[src/jtmap_defs.vh]
`ifndef JTMAP_DEFS_VH
`define JTMAP_DEFS_VH
// tap states
`define JTMAP_ST_RESET 4'h0
`define JTMAP_ST_IDLE 4'h1
`define JTMAP_ST_SEL_DR 4'h2
`define JTMAP_ST_CAP_DR 4'h3
`define JTMAP_ST_SH_DR 4'h4
`define JTMAP_ST_EX1_DR 4'h5
`define JTMAP_ST_PAU_DR 4'h6
`define JTMAP_ST_EX2_DR 4'h7
`define JTMAP_ST_UPD_DR 4'h8
`define JTMAP_ST_SEL_IR 4'h9
`define JTMAP_ST_CAP_IR 4'hA
`define JTMAP_ST_SH_IR 4'hB
`define JTMAP_ST_EX1_IR 4'hC
`define JTMAP_ST_PAU_IR 4'hD
`define JTMAP_ST_EX2_IR 4'hE
`define JTMAP_ST_UPD_IR 4'hF
// instruction codes
`define JTMAP_IR_W 5
`define JTMAP_OP_IDCODE 5'h00
`define JTMAP_OP_USERCODE 5'h03
`define JTMAP_OP_LDADDR 5'h04
`define JTMAP_OP_RDDATA 5'h05
`define JTMAP_OP_WRDATA 5'h06
`define JTMAP_OP_REBOOT 5'h07
`define JTMAP_OP_SAVE 5'h08
`define JTMAP_OP_SETEXT 5'h09
`define JTMAP_OP_RSTEXT 5'h0A
`define JTMAP_OP_SETEEP 5'h0B
`define JTMAP_OP_RSTEEP 5'h0C
`define JTMAP_OP_BYPASS 5'h1F
// fixed capture-ir pattern, low two bits 01
`define JTMAP_IR_CAPTURE 5'h01
`endif

[src/jtmap_fsm.v]
`timescale 1ns/1ps
`default_nettype none
`include "jtmap_defs.vh"
// tap controller state register, advanced by tck rising-edge enable
module jtmap_fsm (
    // clock and reset
    input wire clk,
    input wire rst_n,
    // sampled tap inputs
    input wire tck_rise,
    input wire tms,
    // state
    output reg [3:0] state_r
);
    reg [3:0] state_nxt;

    // sixteen-state transition table
    always @* begin
        case (state_r)
            `JTMAP_ST_RESET: state_nxt = tms ? `JTMAP_ST_RESET : `JTMAP_ST_IDLE;
            `JTMAP_ST_IDLE: state_nxt = tms ? `JTMAP_ST_SEL_DR : `JTMAP_ST_IDLE;
            `JTMAP_ST_SEL_DR: state_nxt = tms ? `JTMAP_ST_SEL_IR : `JTMAP_ST_CAP_DR;
            `JTMAP_ST_CAP_DR: state_nxt = tms ? `JTMAP_ST_EX1_DR : `JTMAP_ST_SH_DR;
            `JTMAP_ST_SH_DR: state_nxt = tms ? `JTMAP_ST_EX1_DR : `JTMAP_ST_SH_DR;
            `JTMAP_ST_EX1_DR: state_nxt = tms ? `JTMAP_ST_UPD_DR : `JTMAP_ST_PAU_DR;
            `JTMAP_ST_PAU_DR: state_nxt = tms ? `JTMAP_ST_EX2_DR : `JTMAP_ST_PAU_DR;
            `JTMAP_ST_EX2_DR: state_nxt = tms ? `JTMAP_ST_UPD_DR : `JTMAP_ST_SH_DR;
            `JTMAP_ST_UPD_DR: state_nxt = tms ? `JTMAP_ST_SEL_DR : `JTMAP_ST_IDLE;
            `JTMAP_ST_SEL_IR: state_nxt = tms ? `JTMAP_ST_RESET : `JTMAP_ST_CAP_IR;
            `JTMAP_ST_CAP_IR: state_nxt = tms ? `JTMAP_ST_EX1_IR : `JTMAP_ST_SH_IR;
            `JTMAP_ST_SH_IR: state_nxt = tms ? `JTMAP_ST_EX1_IR : `JTMAP_ST_SH_IR;
            `JTMAP_ST_EX1_IR: state_nxt = tms ? `JTMAP_ST_UPD_IR : `JTMAP_ST_PAU_IR;
            `JTMAP_ST_PAU_IR: state_nxt = tms ? `JTMAP_ST_EX2_IR : `JTMAP_ST_PAU_IR;
            `JTMAP_ST_EX2_IR: state_nxt = tms ? `JTMAP_ST_UPD_IR : `JTMAP_ST_SH_IR;
            `JTMAP_ST_UPD_IR: state_nxt = tms ? `JTMAP_ST_SEL_DR : `JTMAP_ST_IDLE;
            default: state_nxt = `JTMAP_ST_RESET;
        endcase
    end

    // only moves on a tck rising edge; five high tms edges always reach reset
    always @(posedge clk or negedge rst_n) begin
        if (!rst_n) begin
            state_r <= `JTMAP_ST_RESET;
        end else if (tck_rise) begin
            state_r <= state_nxt;
        end
    end
endmodule // jtmap_fsm
`default_nettype wire

[src/jtmap_tap.v]
`timescale 1ns/1ps
`default_nettype none
`include "jtmap_defs.vh"
// Contract
// - after power-up the tap sits in reset with identification instruction loaded.
// - five consecutive tck rising edges with tms high reach test-logic-reset.
// - tms sampled and state advanced only on tck rising edges.
// - select-dr holds registers; tms low to capture-dr, high to select-ir.
// - capture-dr loads selected register if it supports it; then shift-dr or exit1-dr.
// - shift-dr shifts selected register toward tdo per edge; tms high to exit1-dr; code shifts only on tms-low edges, not on the exit edge.
// - exit1-dr goes to update-dr on tms high, pause-dr on tms low.
// - pause-dr holds registers; stays on tms low, exit2-dr on tms high.
// - exit2-dr goes to update-dr on tms high, shift-dr on tms low.
// - update-dr falling tck copies shift path into separate output latches.
// - update-dr goes to idle on tms low, select-dr on tms high.
// - select-ir holds registers; tms low to capture-ir, high to reset.
// - capture-ir loads fixed value into instruction shift stage; then shift or exit1.
// - shift-ir shifts instruction stage, others hold; tms high to exit1-ir.
// - exit1-ir goes to pause-ir on tms low, update-ir on tms high.
// - pause-ir halts shifting; stays on tms low, exit2-ir on tms high.
// - exit2-ir goes to update-ir on tms high, shift-ir on tms low.
// - update-ir latches instruction on falling tck; then idle or select-dr.
// - instruction register is five bits: shift stage plus latched parallel copy.
// - run-test/idle leaves instruction and data registers unchanged.
// - no boundary scan; extra memory, restart, save and page-select instructions instead.
// - code 1Fh selects one-bit bypass register without disturbing the device.
// - reset forces identification instruction; id register captured in capture-dr.
// - codes 04h, 05h, 06h select address, read and write registers.
module jtmap_tap #(
    parameter ID_CODE = 32'h0000_0001, // arbitrary value, lsb fixed at one
    parameter USER_HI = 24'h000000 // upper user-code bits above firmware byte
) (
    // clock and reset
    input wire ref_clk,
    input wire rst_n,
    // tap pins
    input wire tck,
    input wire tms,
    input wire tdi,
    output reg tdo,
    output reg tdo_oe,
    // memory side
    input wire [7:0] mem_rd_data,
    input wire [7:0] user_fw,
    output reg [7:0] mem_addr,
    output reg [7:0] mem_wr_data,
    output reg mem_wr_stb,
    output reg mem_rd_stb,
    // device control pulses and page levels
    output reg reboot_stb,
    output reg save_stb,
    output reg ext_page,
    output reg eep_page,
    // current instruction
    output reg [4:0] instr
);
    reg rst_s1_r, rst_s2_r;
    reg tck_s1_r, tck_s2_r, tck_s3_r;
    reg tms_s1_r, tms_s2_r, tdi_s1_r, tdi_s2_r;
    wire [3:0] state;
    wire tck_rise = tck_s2_r & ~tck_s3_r;
    wire tck_fall = ~tck_s2_r & tck_s3_r;
    reg [4:0] ir_sh_r;
    reg [31:0] dr_sh_r;
    reg [7:0] rd_hold_r;
    reg [4:0] dr_len;
    reg rd_pend_r;

    // reset release through two flops
    always @(posedge ref_clk or negedge rst_n) begin
        if (!rst_n) begin
            rst_s1_r <= 1'b0;
            rst_s2_r <= 1'b0;
        end else begin
            rst_s1_r <= 1'b1;
            rst_s2_r <= rst_s1_r;
        end
    end

    // pin synchronisers; edge finder reads only the second and third stage
    always @(posedge ref_clk or negedge rst_s2_r) begin
        if (!rst_s2_r) begin
            tck_s1_r <= 1'b0;
            tck_s2_r <= 1'b0;
            tck_s3_r <= 1'b0;
            tms_s1_r <= 1'b1;
            tms_s2_r <= 1'b1;
            tdi_s1_r <= 1'b1;
            tdi_s2_r <= 1'b1;
        end else begin
            tck_s1_r <= tck;
            tck_s2_r <= tck_s1_r;
            tck_s3_r <= tck_s2_r;
            tms_s1_r <= tms;
            tms_s2_r <= tms_s1_r;
            tdi_s1_r <= tdi;
            tdi_s2_r <= tdi_s1_r;
        end
    end

    jtmap_fsm u_fsm (
        .clk(ref_clk),
        .rst_n(rst_s2_r),
        .tck_rise(tck_rise),
        .tms(tms_s2_r),
        .state_r(state)
    );

    // length of the selected data register minus one
    always @* begin
        case (instr)
            `JTMAP_OP_IDCODE: dr_len = 5'h1F;
            `JTMAP_OP_USERCODE: dr_len = 5'h1F;
            `JTMAP_OP_LDADDR: dr_len = 5'h07;
            `JTMAP_OP_RDDATA: dr_len = 5'h07;
            `JTMAP_OP_WRDATA: dr_len = 5'h07;
            default: dr_len = 5'h00;
        endcase
    end

    // instruction shift stage and latched instruction
    always @(posedge ref_clk or negedge rst_s2_r) begin
        if (!rst_s2_r) begin
            ir_sh_r <= `JTMAP_IR_CAPTURE;
            instr <= `JTMAP_OP_IDCODE;
        end else begin
            if (tck_rise && state == `JTMAP_ST_CAP_IR) begin
                ir_sh_r <= `JTMAP_IR_CAPTURE;
            end else if (tck_rise && state == `JTMAP_ST_SH_IR && !tms_s2_r) begin
                ir_sh_r <= {tdi_s2_r, ir_sh_r[4:1]};
            end
            // outside update-ir and reset the latched copy holds, covering idle and pauses
            if (state == `JTMAP_ST_RESET) begin
                instr <= `JTMAP_OP_IDCODE;
            end else if (tck_fall && state == `JTMAP_ST_UPD_IR) begin
                instr <= ir_sh_r;
            end
        end
    end

    // data shift path: capture, shift, hold elsewhere
    always @(posedge ref_clk or negedge rst_s2_r) begin
        if (!rst_s2_r) begin
            dr_sh_r <= 32'h0000_0000;
        end else if (tck_rise && state == `JTMAP_ST_CAP_DR) begin
            case (instr)
                `JTMAP_OP_IDCODE: dr_sh_r <= ID_CODE | 32'h0000_0001;
                `JTMAP_OP_USERCODE: dr_sh_r <= {USER_HI, user_fw};
                `JTMAP_OP_LDADDR: dr_sh_r <= {24'h000000, mem_addr};
                `JTMAP_OP_RDDATA: dr_sh_r <= {24'h000000, rd_hold_r};
                `JTMAP_OP_WRDATA: dr_sh_r <= {24'h000000, mem_wr_data};
                default: dr_sh_r <= 32'h0000_0000; // bypass captures zero
            endcase
        end else if (tck_rise && state == `JTMAP_ST_SH_DR && !tms_s2_r) begin
            // new bit enters at the top of the selected length
            dr_sh_r <= (dr_sh_r >> 1) | ({31'h0, tdi_s2_r} << dr_len);
        end
    end

    // output latches and device actions; select/pause/idle leave them alone
    always @(posedge ref_clk or negedge rst_s2_r) begin
        if (!rst_s2_r) begin
            mem_addr <= 8'h00;
            mem_wr_data <= 8'h00;
            mem_wr_stb <= 1'b0;
            mem_rd_stb <= 1'b0;
            reboot_stb <= 1'b0;
            save_stb <= 1'b0;
            ext_page <= 1'b0;
            eep_page <= 1'b0;
            rd_hold_r <= 8'h00;
            rd_pend_r <= 1'b0;
        end else begin
            mem_wr_stb <= 1'b0;
            mem_rd_stb <= 1'b0;
            reboot_stb <= 1'b0;
            save_stb <= 1'b0;
            rd_pend_r <= mem_rd_stb;
            // read data settles one cycle after the strobe
            if (rd_pend_r) begin
                rd_hold_r <= mem_rd_data;
            end
            if (tck_fall && state == `JTMAP_ST_UPD_DR) begin
                case (instr)
                    `JTMAP_OP_LDADDR: begin
                        mem_addr <= dr_sh_r[7:0];
                        mem_rd_stb <= 1'b1; // prefetch for a later read
                    end
                    `JTMAP_OP_RDDATA: mem_rd_stb <= 1'b1;
                    `JTMAP_OP_WRDATA: begin
                        mem_wr_data <= dr_sh_r[7:0];
                        mem_wr_stb <= 1'b1;
                    end
                    default: ;
                endcase
            end
            // extra instructions act once as they become current
            if (tck_fall && state == `JTMAP_ST_UPD_IR) begin
                case (ir_sh_r)
                    `JTMAP_OP_REBOOT: reboot_stb <= 1'b1;
                    `JTMAP_OP_SAVE: save_stb <= 1'b1;
                    `JTMAP_OP_SETEXT: ext_page <= 1'b1;
                    `JTMAP_OP_RSTEXT: ext_page <= 1'b0;
                    `JTMAP_OP_SETEEP: eep_page <= 1'b1;
                    `JTMAP_OP_RSTEEP: eep_page <= 1'b0;
                    default: ;
                endcase
            end
        end
    end

    // tdo changes on the falling tck, driven only in the shift states
    always @(posedge ref_clk or negedge rst_s2_r) begin
        if (!rst_s2_r) begin
            tdo <= 1'b0;
            tdo_oe <= 1'b0;
        end else if (tck_fall) begin
            tdo_oe <= (state == `JTMAP_ST_SH_DR) || (state == `JTMAP_ST_SH_IR);
            tdo <= (state == `JTMAP_ST_SH_IR) ? ir_sh_r[0] : dr_sh_r[0];
        end
    end
endmodule // jtmap_tap
`default_nettype wire

[config.mk]
export PLATFORM = sky130hd
export DESIGN_NAME = jtmap_tap
export DESIGN_NICKNAME = d
export VERILOG_FILES = /design/src/jtmap_fsm.v /design/src/jtmap_tap.v
export VERILOG_INCLUDE_DIRS = /design/src
export SDC_FILE = /design/constraint.sdc
export NUM_CORES = 1
export LEC_CHECK = 0
export BUFFER_PORTS_ARGS = -buffer_cell sky130_fd_sc_hd__buf_4
export CAP_MARGIN = 20
export CORE_MARGIN = 2
export CORE_UTILIZATION = 43
export DETAILED_ROUTE_END_ITERATION = 10
export PLACE_DENSITY = 0.65
export SLEW_MARGIN = 20
export SYNTH_ARGS = -nofsm -noshare
export SYNTH_HDL_FRONTEND = slang
export SYNTH_HIERARCHICAL = 1
export SYNTH_SLANG_ARGS = --single-unit
[constraint.sdc]
create_clock -name ref_clk -period 6.9 [get_ports ref_clk]
set_input_delay 0.69 -clock ref_clk [delete_from_list [all_inputs] [get_ports ref_clk]]
set_output_delay 0.69 -clock ref_clk [all_outputs]
set_load 0.02 [all_outputs]
======== Yosys cells after proc, flatten, opt, wreduce, memory -nomap -nowiden ========
Cells that the tools add are included.
Widths: inputs -> output; s select.
storage, ports and cells
  register bits ........................... 88
  bits in latches ......................... 0
  bits in writable memories ............... 0
  bits in read-only memories .............. 0
  input port bits ......................... 21
  logic and storage cells ................. 115
  memories ................................ 0
cells by class
  add/sub/neg operators ................... 0
  $mul .................................... 0
  divide/modulo/power cells ............... 0
  $lt $le $gt $ge ......................... 0
  equality and inequality tests ........... 25
  shift-type cells ........................ 1
  muxes and demuxes ....................... 32
  bitwise gates (word level) .............. 5
  reductions and logical operators ........ 27
operator list
  kind                count
  $mux 32             2
  $pmux 4 s12         1
  $pmux 8 s5          1
  $eq 4x4->1 const B  8
  $or 31x32->32       1
  $shl 1x5->32        1
  $eq 5x4->1 const B  5
  $eq 5x3->1 const B  4
  $mux 5              4
  $eq 4x3->1 const B  4
  $mux 4              4
  $mux 1              12
  $pmux 5 s2          1
  $reduce_bool 2->1   5
  $eq 4x2->1 const B  2
  $logic_and 1x1->1   8
  $reduce_and 2->1    4
  $reduce_or 2->1     4
  $mux 2              3
  $mux 3              2
  $reduce_or 3->1     2
  $eq 5x2->1 const B  1
  $logic_not 5->1     1
  $eq 4x1->1 const B  1
  6 further kinds     9

======== Depth between registers and ports, before layout ========
Gate-level depths: netlist of run 1.
  word-level depth ........................ 7
  mapped depth ............................ 6

======== Cells and area by module ========
The synthesis of run 1 kept the hierarchy.
modules (own cells, without submodules)
  module     instances  cells an instance  area an instance (µm²)
  jtmap_tap  1          274                3550.9
  jtmap_fsm  1          47                 400.4

======== Worst setup path after synthesis of run 1 ========
No wires, ideal clock.
  path type ............................... flip-flop to flip-flop
  start ................................... register instr[2]
  end ..................................... register mem_addr[0]
  arrival time ............................ 1.847 ns
  data required time ...................... 6.775 ns
  setup slack ............................. 4.928 ns
  stages on the path, launching flop included .. 6
  path through ............................ dfrtp_1 buf_4 or4b_1 buf_6 nor3_4 mux2_2
on the way
  longest elaborated chain between the ends .. 2
RTL lines
  what                               RTL line         RTL
  from (decl)                        jtmap_tap.v:55   output reg [4:0] instr
  from (signal assigned)             jtmap_tap.v:125  instr <= `JTMAP_OP_IDCODE;
  from (signal assigned)             jtmap_tap.v:134  instr <= `JTMAP_OP_IDCODE;
  from (signal assigned)             jtmap_tap.v:136  instr <= ir_sh_r;
  $eq 5x3->1                         jtmap_tap.v:184  case (instr)
  $reduce_and 2->1 (no source line)  n/a
  to (signal assigned)               jtmap_tap.v:186  mem_addr <= dr_sh_r[7:0];
  to (decl)                          jtmap_tap.v:45   output reg [7:0] mem_addr,
Every way passes these cells.
A chain may end at the register's enable or synchronous reset.

======== Final worst setup path of run 1 ========
  start ................................... register instr[0]
  end ..................................... register mem_wr_data[4]
on the way
  longest elaborated chain between the ends .. 2
RTL lines
  what                               RTL line         RTL
  $eq 5x3->1                         jtmap_tap.v:184
  $reduce_and 2->1 (no source line)  n/a
  to (signal assigned)               jtmap_tap.v:191  mem_wr_data <= dr_sh_r[7:0];
  to (decl)                          jtmap_tap.v:46   output reg [7:0] mem_wr_data,
Every way passes these cells.

==> results.json, run 1 <==
{
  "setup_tns_ns": 0,
  "cts.sinks": 88,
  "grt_pass1_vias": 2499,
  "slew_violations": 0,
  "drv_cap": 0,
  "antenna_found_initial": 0,
  "min_period_ns": 2.41,
  "leakagePower_nw": 2.09,
  "power.switching_w": 0.000372,
  "synth_ff_type": "dfrtp_1",
  "synth_commonest_cells": "83 x dfrtp_1, 28 x a22o_1, 24 x mux2_2",
  "synth_edf_count": 0,
  "vias": 2676,
  "avgViaCountPerCell": 5.66,
  "muxShareOfSynthArea_pct": 11.0,
  "met1_length_um": 4010,
  "worstSetupPathType": "register to register",
  "drt-total-wl_um": 7990,
  "htreeDepth": 3,
  "grt_pass1_wl_um": 13200,
  "holdWs_ns": 0.0939,
  "syn_area_per_cell_um2": 12.3,
  "wl_met3_um": 308,
  "crit_path_start_kind": "register",
  "synth-compound-area-share_pct": 15.6,
  "power.density_mw_per_mm2": 265,
  "netlist_instances": 321,
  "io_buffer_count": 49,
  "initial_core_util_pct": 44.9,
  "finalHoldViolCount": 0,
  "crit_slowest_cell": "nor4b_1",
  "finalNetCount": 381,
  "yosysSeqAreaShare_pct": 55.9,
  "core_area_mm2": 0.00881,
  "ys_ff_latch": 88,
  "highest_layer": "met4",
  "crit_chain": "nor4b_1, and2_2, nand2b_2, mux2_4",
  "die_x_um": 99.9,
  "crit_path_max_fanout": 17,
  "cts_setup_buffers": 0,
  "cp-end-kind": "register",
  "fp-row-count": 34,
  "chipHeight_um": 99.9,
  "grt-ovfl-total": 0,
  "firstDrtPassIters": 4,
  "timing.fmax_mhz": 415,
  "worstSkewPairLatency_ns": 0.35,
  "wl_met2_um": 3560,
  "pwr-share-seq_pct": 55.1,
  "critPathBufInv": 0,
  "yosys.area_share.simple_pct": 12.3,
  "grtUsageTotal_pct": 16.7,
  "synth-adder-area-share_pct": 0,
  "synth.area.top_cells": "dfrtp_1 53%, mux2_2 6.8%, a22o_1 6.2%",
  "dr.first_iter.drc_count": 154,
  "worst_pin_slew_ns": 0.882,
  "synth_top_area_share_pct": 52.6,
  "cts_tree": "built",
  "period_share_pct": 34.9,
  "hold_class": "input pin to asynchronous set/reset pin",
  "slew_headroom_pct": 40.7,
  "holdBufCountCts": 0,
  "slowest_delay_ns": 0.71,
  "yosysTopAreaCell": "dfrtp_1",
  "dp_hpwl_um": 5380,
  "synth_nets": 342,
  "r2r_start": "instr[0]",
  "critPathArrivalTime_ns": 2.66,
  "synthArstFlopShare_pct": 100,
  "synth_top_family_by_area": "compound AO/OA/AOI/OAI gates",
  "grt_max_degree": 87,
  "clk_pin_slew_ns": 0.09,
  "drive_gt1_share_pct": 29.3,
  "intPower_w": 0.000836,
  "rsz0062_at_grt": "false",
  "cts-resized-gates": 0,
  "dieArea_mm2": 0.00997,
  "drt-wirelength-per-cell_um": 16.9,
  "swShare_pct": 30.8,
  "cp_top_family": "simple AND/OR/NAND/NOR gates",
  "pwr-share-comb_pct": 15.2,
  "synth_xor_xnor_area_share_pct": 0.443,
  "ir_worst_vdd_v": 0.000160,
  "diodes": 0,
  "clock-root-buffer": "clkbuf_8",
  "setup_viol": 0,
  "pwr-share-clk_pct": 29.7,
  "netlist-cell-type-count": 62,
  "clock_path_buffers": 2,
  "fin_worst_skew_ns": 0.00791,
  "globalplace.congestion": 0.820,
  "yosys_warnings": 6,
  "yosysMostFrequentCell": "dfrtp_1",
  "pin_count": 50,
  "cts_buffers": 9,
  "drc": 0,
  "p_total_w": 0.00121,
  "final_core_util_pct": 51.8,
  "syn_to_final_growth_pct": 15.5,
  "worstPathRequired_ns": 7.14,
  "crit_start": "instr[0]",
  "ant_nets": 0,
  "status": "completed",
  "synthesis.area_mm2": 0.00395
}
-- cell usage in the layout, fill, tap and decap left out, drive strengths merged, types with 4 or more instances in the layout --
cell type	count
buf	50
dfrtp	83
nand2	11
nor4	4
dfstp	5
a21oi	5
nand2b	5
mux2i	15
nor3	5
a22oi	4
a22o	28
clkbuf	10
mux2	25
or2	4
o21ai	6
a211oi	5
nand4	4
nor2b	4
nor2	17
inv	15
a221oi	6
-- flip-flops by register name, summed over array words and instances (netlist names), 4 cells and up --
name,count
mem_wr_data,8
ir_sh_r,5
instr,5
u_fsm/state_r,4
dr_sh_r,32
mem_addr,8
rd_hold_r,8
-- per-layer routing --
| layer | vias to the layer above | track usage [%] |
|---|---|---|
| met5 | - | 0 |
| met4 | 0 | 3.58 |
| met3 | 10 | 5.01 |
| met2 | 61 | 23.8 |
| met1 | 1334 | 25.4 |
| li1 | 1271 | - |
-- power by group through the flow --
| stage | combinational [W] | clock (W) | sequential (W) |
|---|---|---|---|
| final | 0.000184 | 0.000358 | 0.000665 |
| after global routing | 0.000206 | 0.000394 | 0.000677 |
| after CTS | 0.000176 | 0.000370 | 0.000670 |
| after detailed placement | 0.000176 | 0 | 0.000680 |
| after global placement | 0.000171 | 0 | 0.000675 |
| after floorplan | 0.000168 | 0 | 0.000632 |
-- per-stage QoR --
stage	area, µm²	std cells	setup WS [ns]
after global placement	4330	456	4.45
after CTS	4530	472	4.40
after detailed placement	4330	456	4.41
final	4560	473	4.49
after floorplan	3950	321	4.28
after global routing	4560	473	4.33
-- worst reg2reg max path, stage by stage, from the launching register on --
cell and delay (ns):
dfrtp_1 0.69, nor4b_1 0.71, and2_2 0.36, nand2b_2 0.21, mux2_4 0.34
-- kinds of logic after synthesis --
family	Yosys count
and+or+nand+nor	77
DFF	88
AOI/OAI and AO/OA	77
buffers and inverters	36
muxes	40
xor gates and xnor gates	2
other	1
-- final timing paths --
kind,depth (start not counted),end,slack (ns)
setup / recovery,4,mem_wr_data[4],4.49
hold / removal,1,rst_s2_r,0.09
setup reg to reg,4,mem_wr_data[4],4.49
hold reg to reg,0,dr_sh_r[16],0.26
max in group asynchronous,1,tms_s1_r,5.96
min in group ref_clk,0,tms_s2_r,0.36
-- cell type report --
cell class / count / area (µm²)
timing repair buffer: 50 / 395
inverter: 14 / 52.6
tap: 108 / 135
clock inverter: 6 / 67.6
fill: 792 / 4240
sequential: 88 / 2210
clock buffer: 10 / 138
multi-input combinational: 197 / 1560
Power figures use the tool's default switching activity.
==> run 2, diff against run 1 <==
- ABC_AREA: default -> 1
- PLACE_DENSITY: 0.65 -> 0.67
- clock period: 6.9 -> 2.2 ns (I/O delays scaled with it)
==> run 2 against run 1 <==
  * Utilization hardly changed
  * Via count is 21% higher
  * Final area is 4.0% higher
  * Clock skew is 0.0074 ns higher
  * Area after synthesis is 2.1% higher
  * Largest cell class unchanged
==> results.json, run 2 <==
{
  "yosys_warnings": 6,
  "intPower_w": 0.00260,
  "crit_path_max_fanout": 27,
  "cts_tree": "built",
  "synth_top_area_share_pct": 51.5,
  "pwr-share-clk_pct": 28.8,
  "initial_core_util_pct": 44.1,
  "regMostFlops": "dr_sh_r",
  "most-common-layout-cells": "98 x nand2_1, 82 x dfrtp_1, 63 x inv_1",
  "worstSetupPathType": "register to register",
  "setup_tns_ns": 0,
  "synthArstFlopShare_pct": 100,
  "critPathBufInv": 3,
  "synth_ff_type": "dfrtp_1",
  "die_x_um": 101,
  "finalNetCount": 533,
  "avgViaCountPerCell": 5.15,
  "syn_area_per_cell_um2": 8.87,
  "clk_pin_slew_ns": 0.09,
  "synth_nets": 476,
  "globalplace.congestion": 0.834,
  "largest_reg_flops": 32,
  "grt-ovfl-total": 0,
  "cts.sinks": 88,
  "htreeDepth": 3,
  "io_buffer_count": 49,
  "synth_commonest_cells": "98 x nand2_1, 83 x dfrtp_1, 63 x inv_1",
  "worstPathRequired_ns": 2.43,
  "worst_pin_slew_ns": 0.533,
  "worstSkewPairLatency_ns": 0.35,
  "slew_violations": 0,
  "leakagePower_nw": 2.35,
  "grt_pass1_wl_um": 14300,
  "cp_top_family": "flip-flops",
  "slowest_delay_ns": 0.63,
  "placed_cells": 608,
  "grtUsageTotal_pct": 17.6,
  "swShare_pct": 32.5,
  "dieArea_mm2": 0.0102,
  "diodes": 0,
  "pin_count": 50,
  "rsz0062_at_grt": "false",
  "ir_worst_vdd_v": 0.000637,
  "cts_buffers": 9,
  "critPathArrivalTime_ns": 2.07,
  "power.switching_w": 0.00125,
  "layout_commonest_cell": "nand2_1",
  "crit_chain": "nor2_1, nand3_1, inv_1, nand2_2, buf_4, inv_1, a22oi_1, nand2_1",
  "power.density_mw_per_mm2": 811,
  "fin_worst_skew_ns": 0.0153,
  "dr.first_iter.drc_count": 199,
  "pwr-share-comb_pct": 19.3,
  "setup_viol": 0,
  "synth_edf_count": 0,
  "drt-total-wl_um": 8190,
  "antenna_found_initial": 0,
  "ant_nets": 0,
  "cp-end-kind": "register",
  "chipHeight_um": 101,
  "ys_ff_latch": 88,
  "clock_path_buffers": 2,
  "yosysSeqAreaShare_pct": 54.7,
  "yosysMostFrequentCell": "nand2_1",
  "crit_slowest_cell": "dfrtp_1",
  "fp-row-count": 35,
  "hold_class": "input pin to register",
  "netlist-cell-type-count": 34,
  "timing.fmax_mhz": 543,
  "drive_gt1_share_pct": 22.4,
  "drt-wirelength-per-cell_um": 13.0,
  "finalHoldViolCount": 0,
  "firstDrtPassIters": 4,
  "cts-resized-gates": 0,
  "vias": 3237,
  "synthesis.area_mm2": 0.00404,
  "yosysTopAreaCell": "dfrtp_1",
  "drc": 0,
  "clock-root-buffer": "clkbuf_8",
  "period_share_pct": 83.7,
  "slew_headroom_pct": 64.5,
  "netlist_instances": 455,
  "syn_to_final_growth_pct": 17.7,
  "dp_hpwl_um": 5990,
  "min_period_ns": 1.84,
  "crit_path_start_kind": "register",
  "pwr-share-seq_pct": 51.9,
  "synth.area.top_cells": "dfrtp_1 51%, nand2_1 9.1%, inv_1 5.9%",
  "grt_pass1_vias": 3118,
  "status": "completed",
  "core_area_mm2": 0.00915,
  "crit_top_cell": "inv_1",
  "fin_cells": 628,
  "drv_cap": 0,
  "grt_max_degree": 48
}
-- run 2: path summary, 6_finish.rpt --
check                                  from  slack [ns]          endpoint  cells after the start
max in group asynchronous          rst_s2_r        1.23          tdi_s2_r                      1
min in group asynchronous             rst_n        0.18          rst_s2_r                      2
min                          mem_rd_data[3]        0.09      rd_hold_r[3]                      2
min reg2reg                        rst_s2_r        0.31  u_fsm/state_r[0]                      0
max reg2reg                u_fsm/state_r[0]        0.36        dr_sh_r[5]                      8
max                        u_fsm/state_r[0]        0.36        dr_sh_r[5]                      8
-- run 2: timing repair --
action	CTS	global route
setup buffers	0	0
setup endpoints to repair	0	0
hold endpoints to repair	5	0
hold buffers	4	0
-- run 2: metrics by stage --
stage | util (%) | hold slack (ns) | area (µm²) | setup WS, ns | total power, W
after floorplan | - | -0.0756 | 4040 | 0.710 | 0.00259
after global placement | 49.3 | 0.00447 | 4510 | 0.440 | 0.00275
after detailed placement | 49.3 | 0.00495 | 4510 | 0.393 | 0.00276
after CTS | 51.9 | 0.0808 | 4750 | 0.366 | 0.00388
after global routing | 51.9 | 0.0858 | 4750 | 0.165 | 0.00409
final | 51.9 | 0.0902 | 4750 | 0.358 | 0.00385
-- run 2: layout make-up --
cell class	instances	area, µm²
Timing Repair Buffer	57	450
Fill cell	856	4400
Clock inverter	5	56.3
Tap cell	111	139
Clock buffer	11	141
Inverter	71	267
Multi-Input combinational cell	285	1480
Sequential cell	88	2210
-- run 2: layer usage --
metal / global-route usage, % / share of wire, %
met2: 27.8 / 46
met4: 5.16 / 1.1
met5: 0 / 0
met3: 4.09 / 5.6
met1: 24.3 / 47
-- run 2: worst reg2reg max path, stage by stage, from the launching register on --
cell and delay (ns):
dfrtp_1 0.63, nor2_1 0.15, nand3_1 0.12, inv_1 0.06, nand2_2 0.07, buf_4 0.27, inv_1 0.16, a22oi_1 0.20
nand2_1 0.07
-- run 2: kinds of logic after synthesis --
| logic type | count (synthesis) | synth area share (%) |
|---|---|---|
| other | 1 | 0.0929 |
| muxes | 8 | 2.23 |
| buffers and inverters | 82 | 8.53 |
| AOI/OAI and AO/OA | 70 | 10.3 |
| DFF | 88 | 54.7 |
| and+or+nand+nor | 206 | 24.1 |
-- run 2: power groups by stage --
stage / clock, W / sequential (W) / combinational (W)
6_report: 0.00111 / 0.00200 / 0.000742
5_1_grt: 0.00119 / 0.00203 / 0.000861
4_1_cts: 0.00114 / 0.00200 / 0.000743
3_5_place_dp: 0 / 0.00203 / 0.000735
3_3_place_gp: 0 / 0.00202 / 0.000723
2_1_floorplan: 0 / 0.00194 / 0.000652
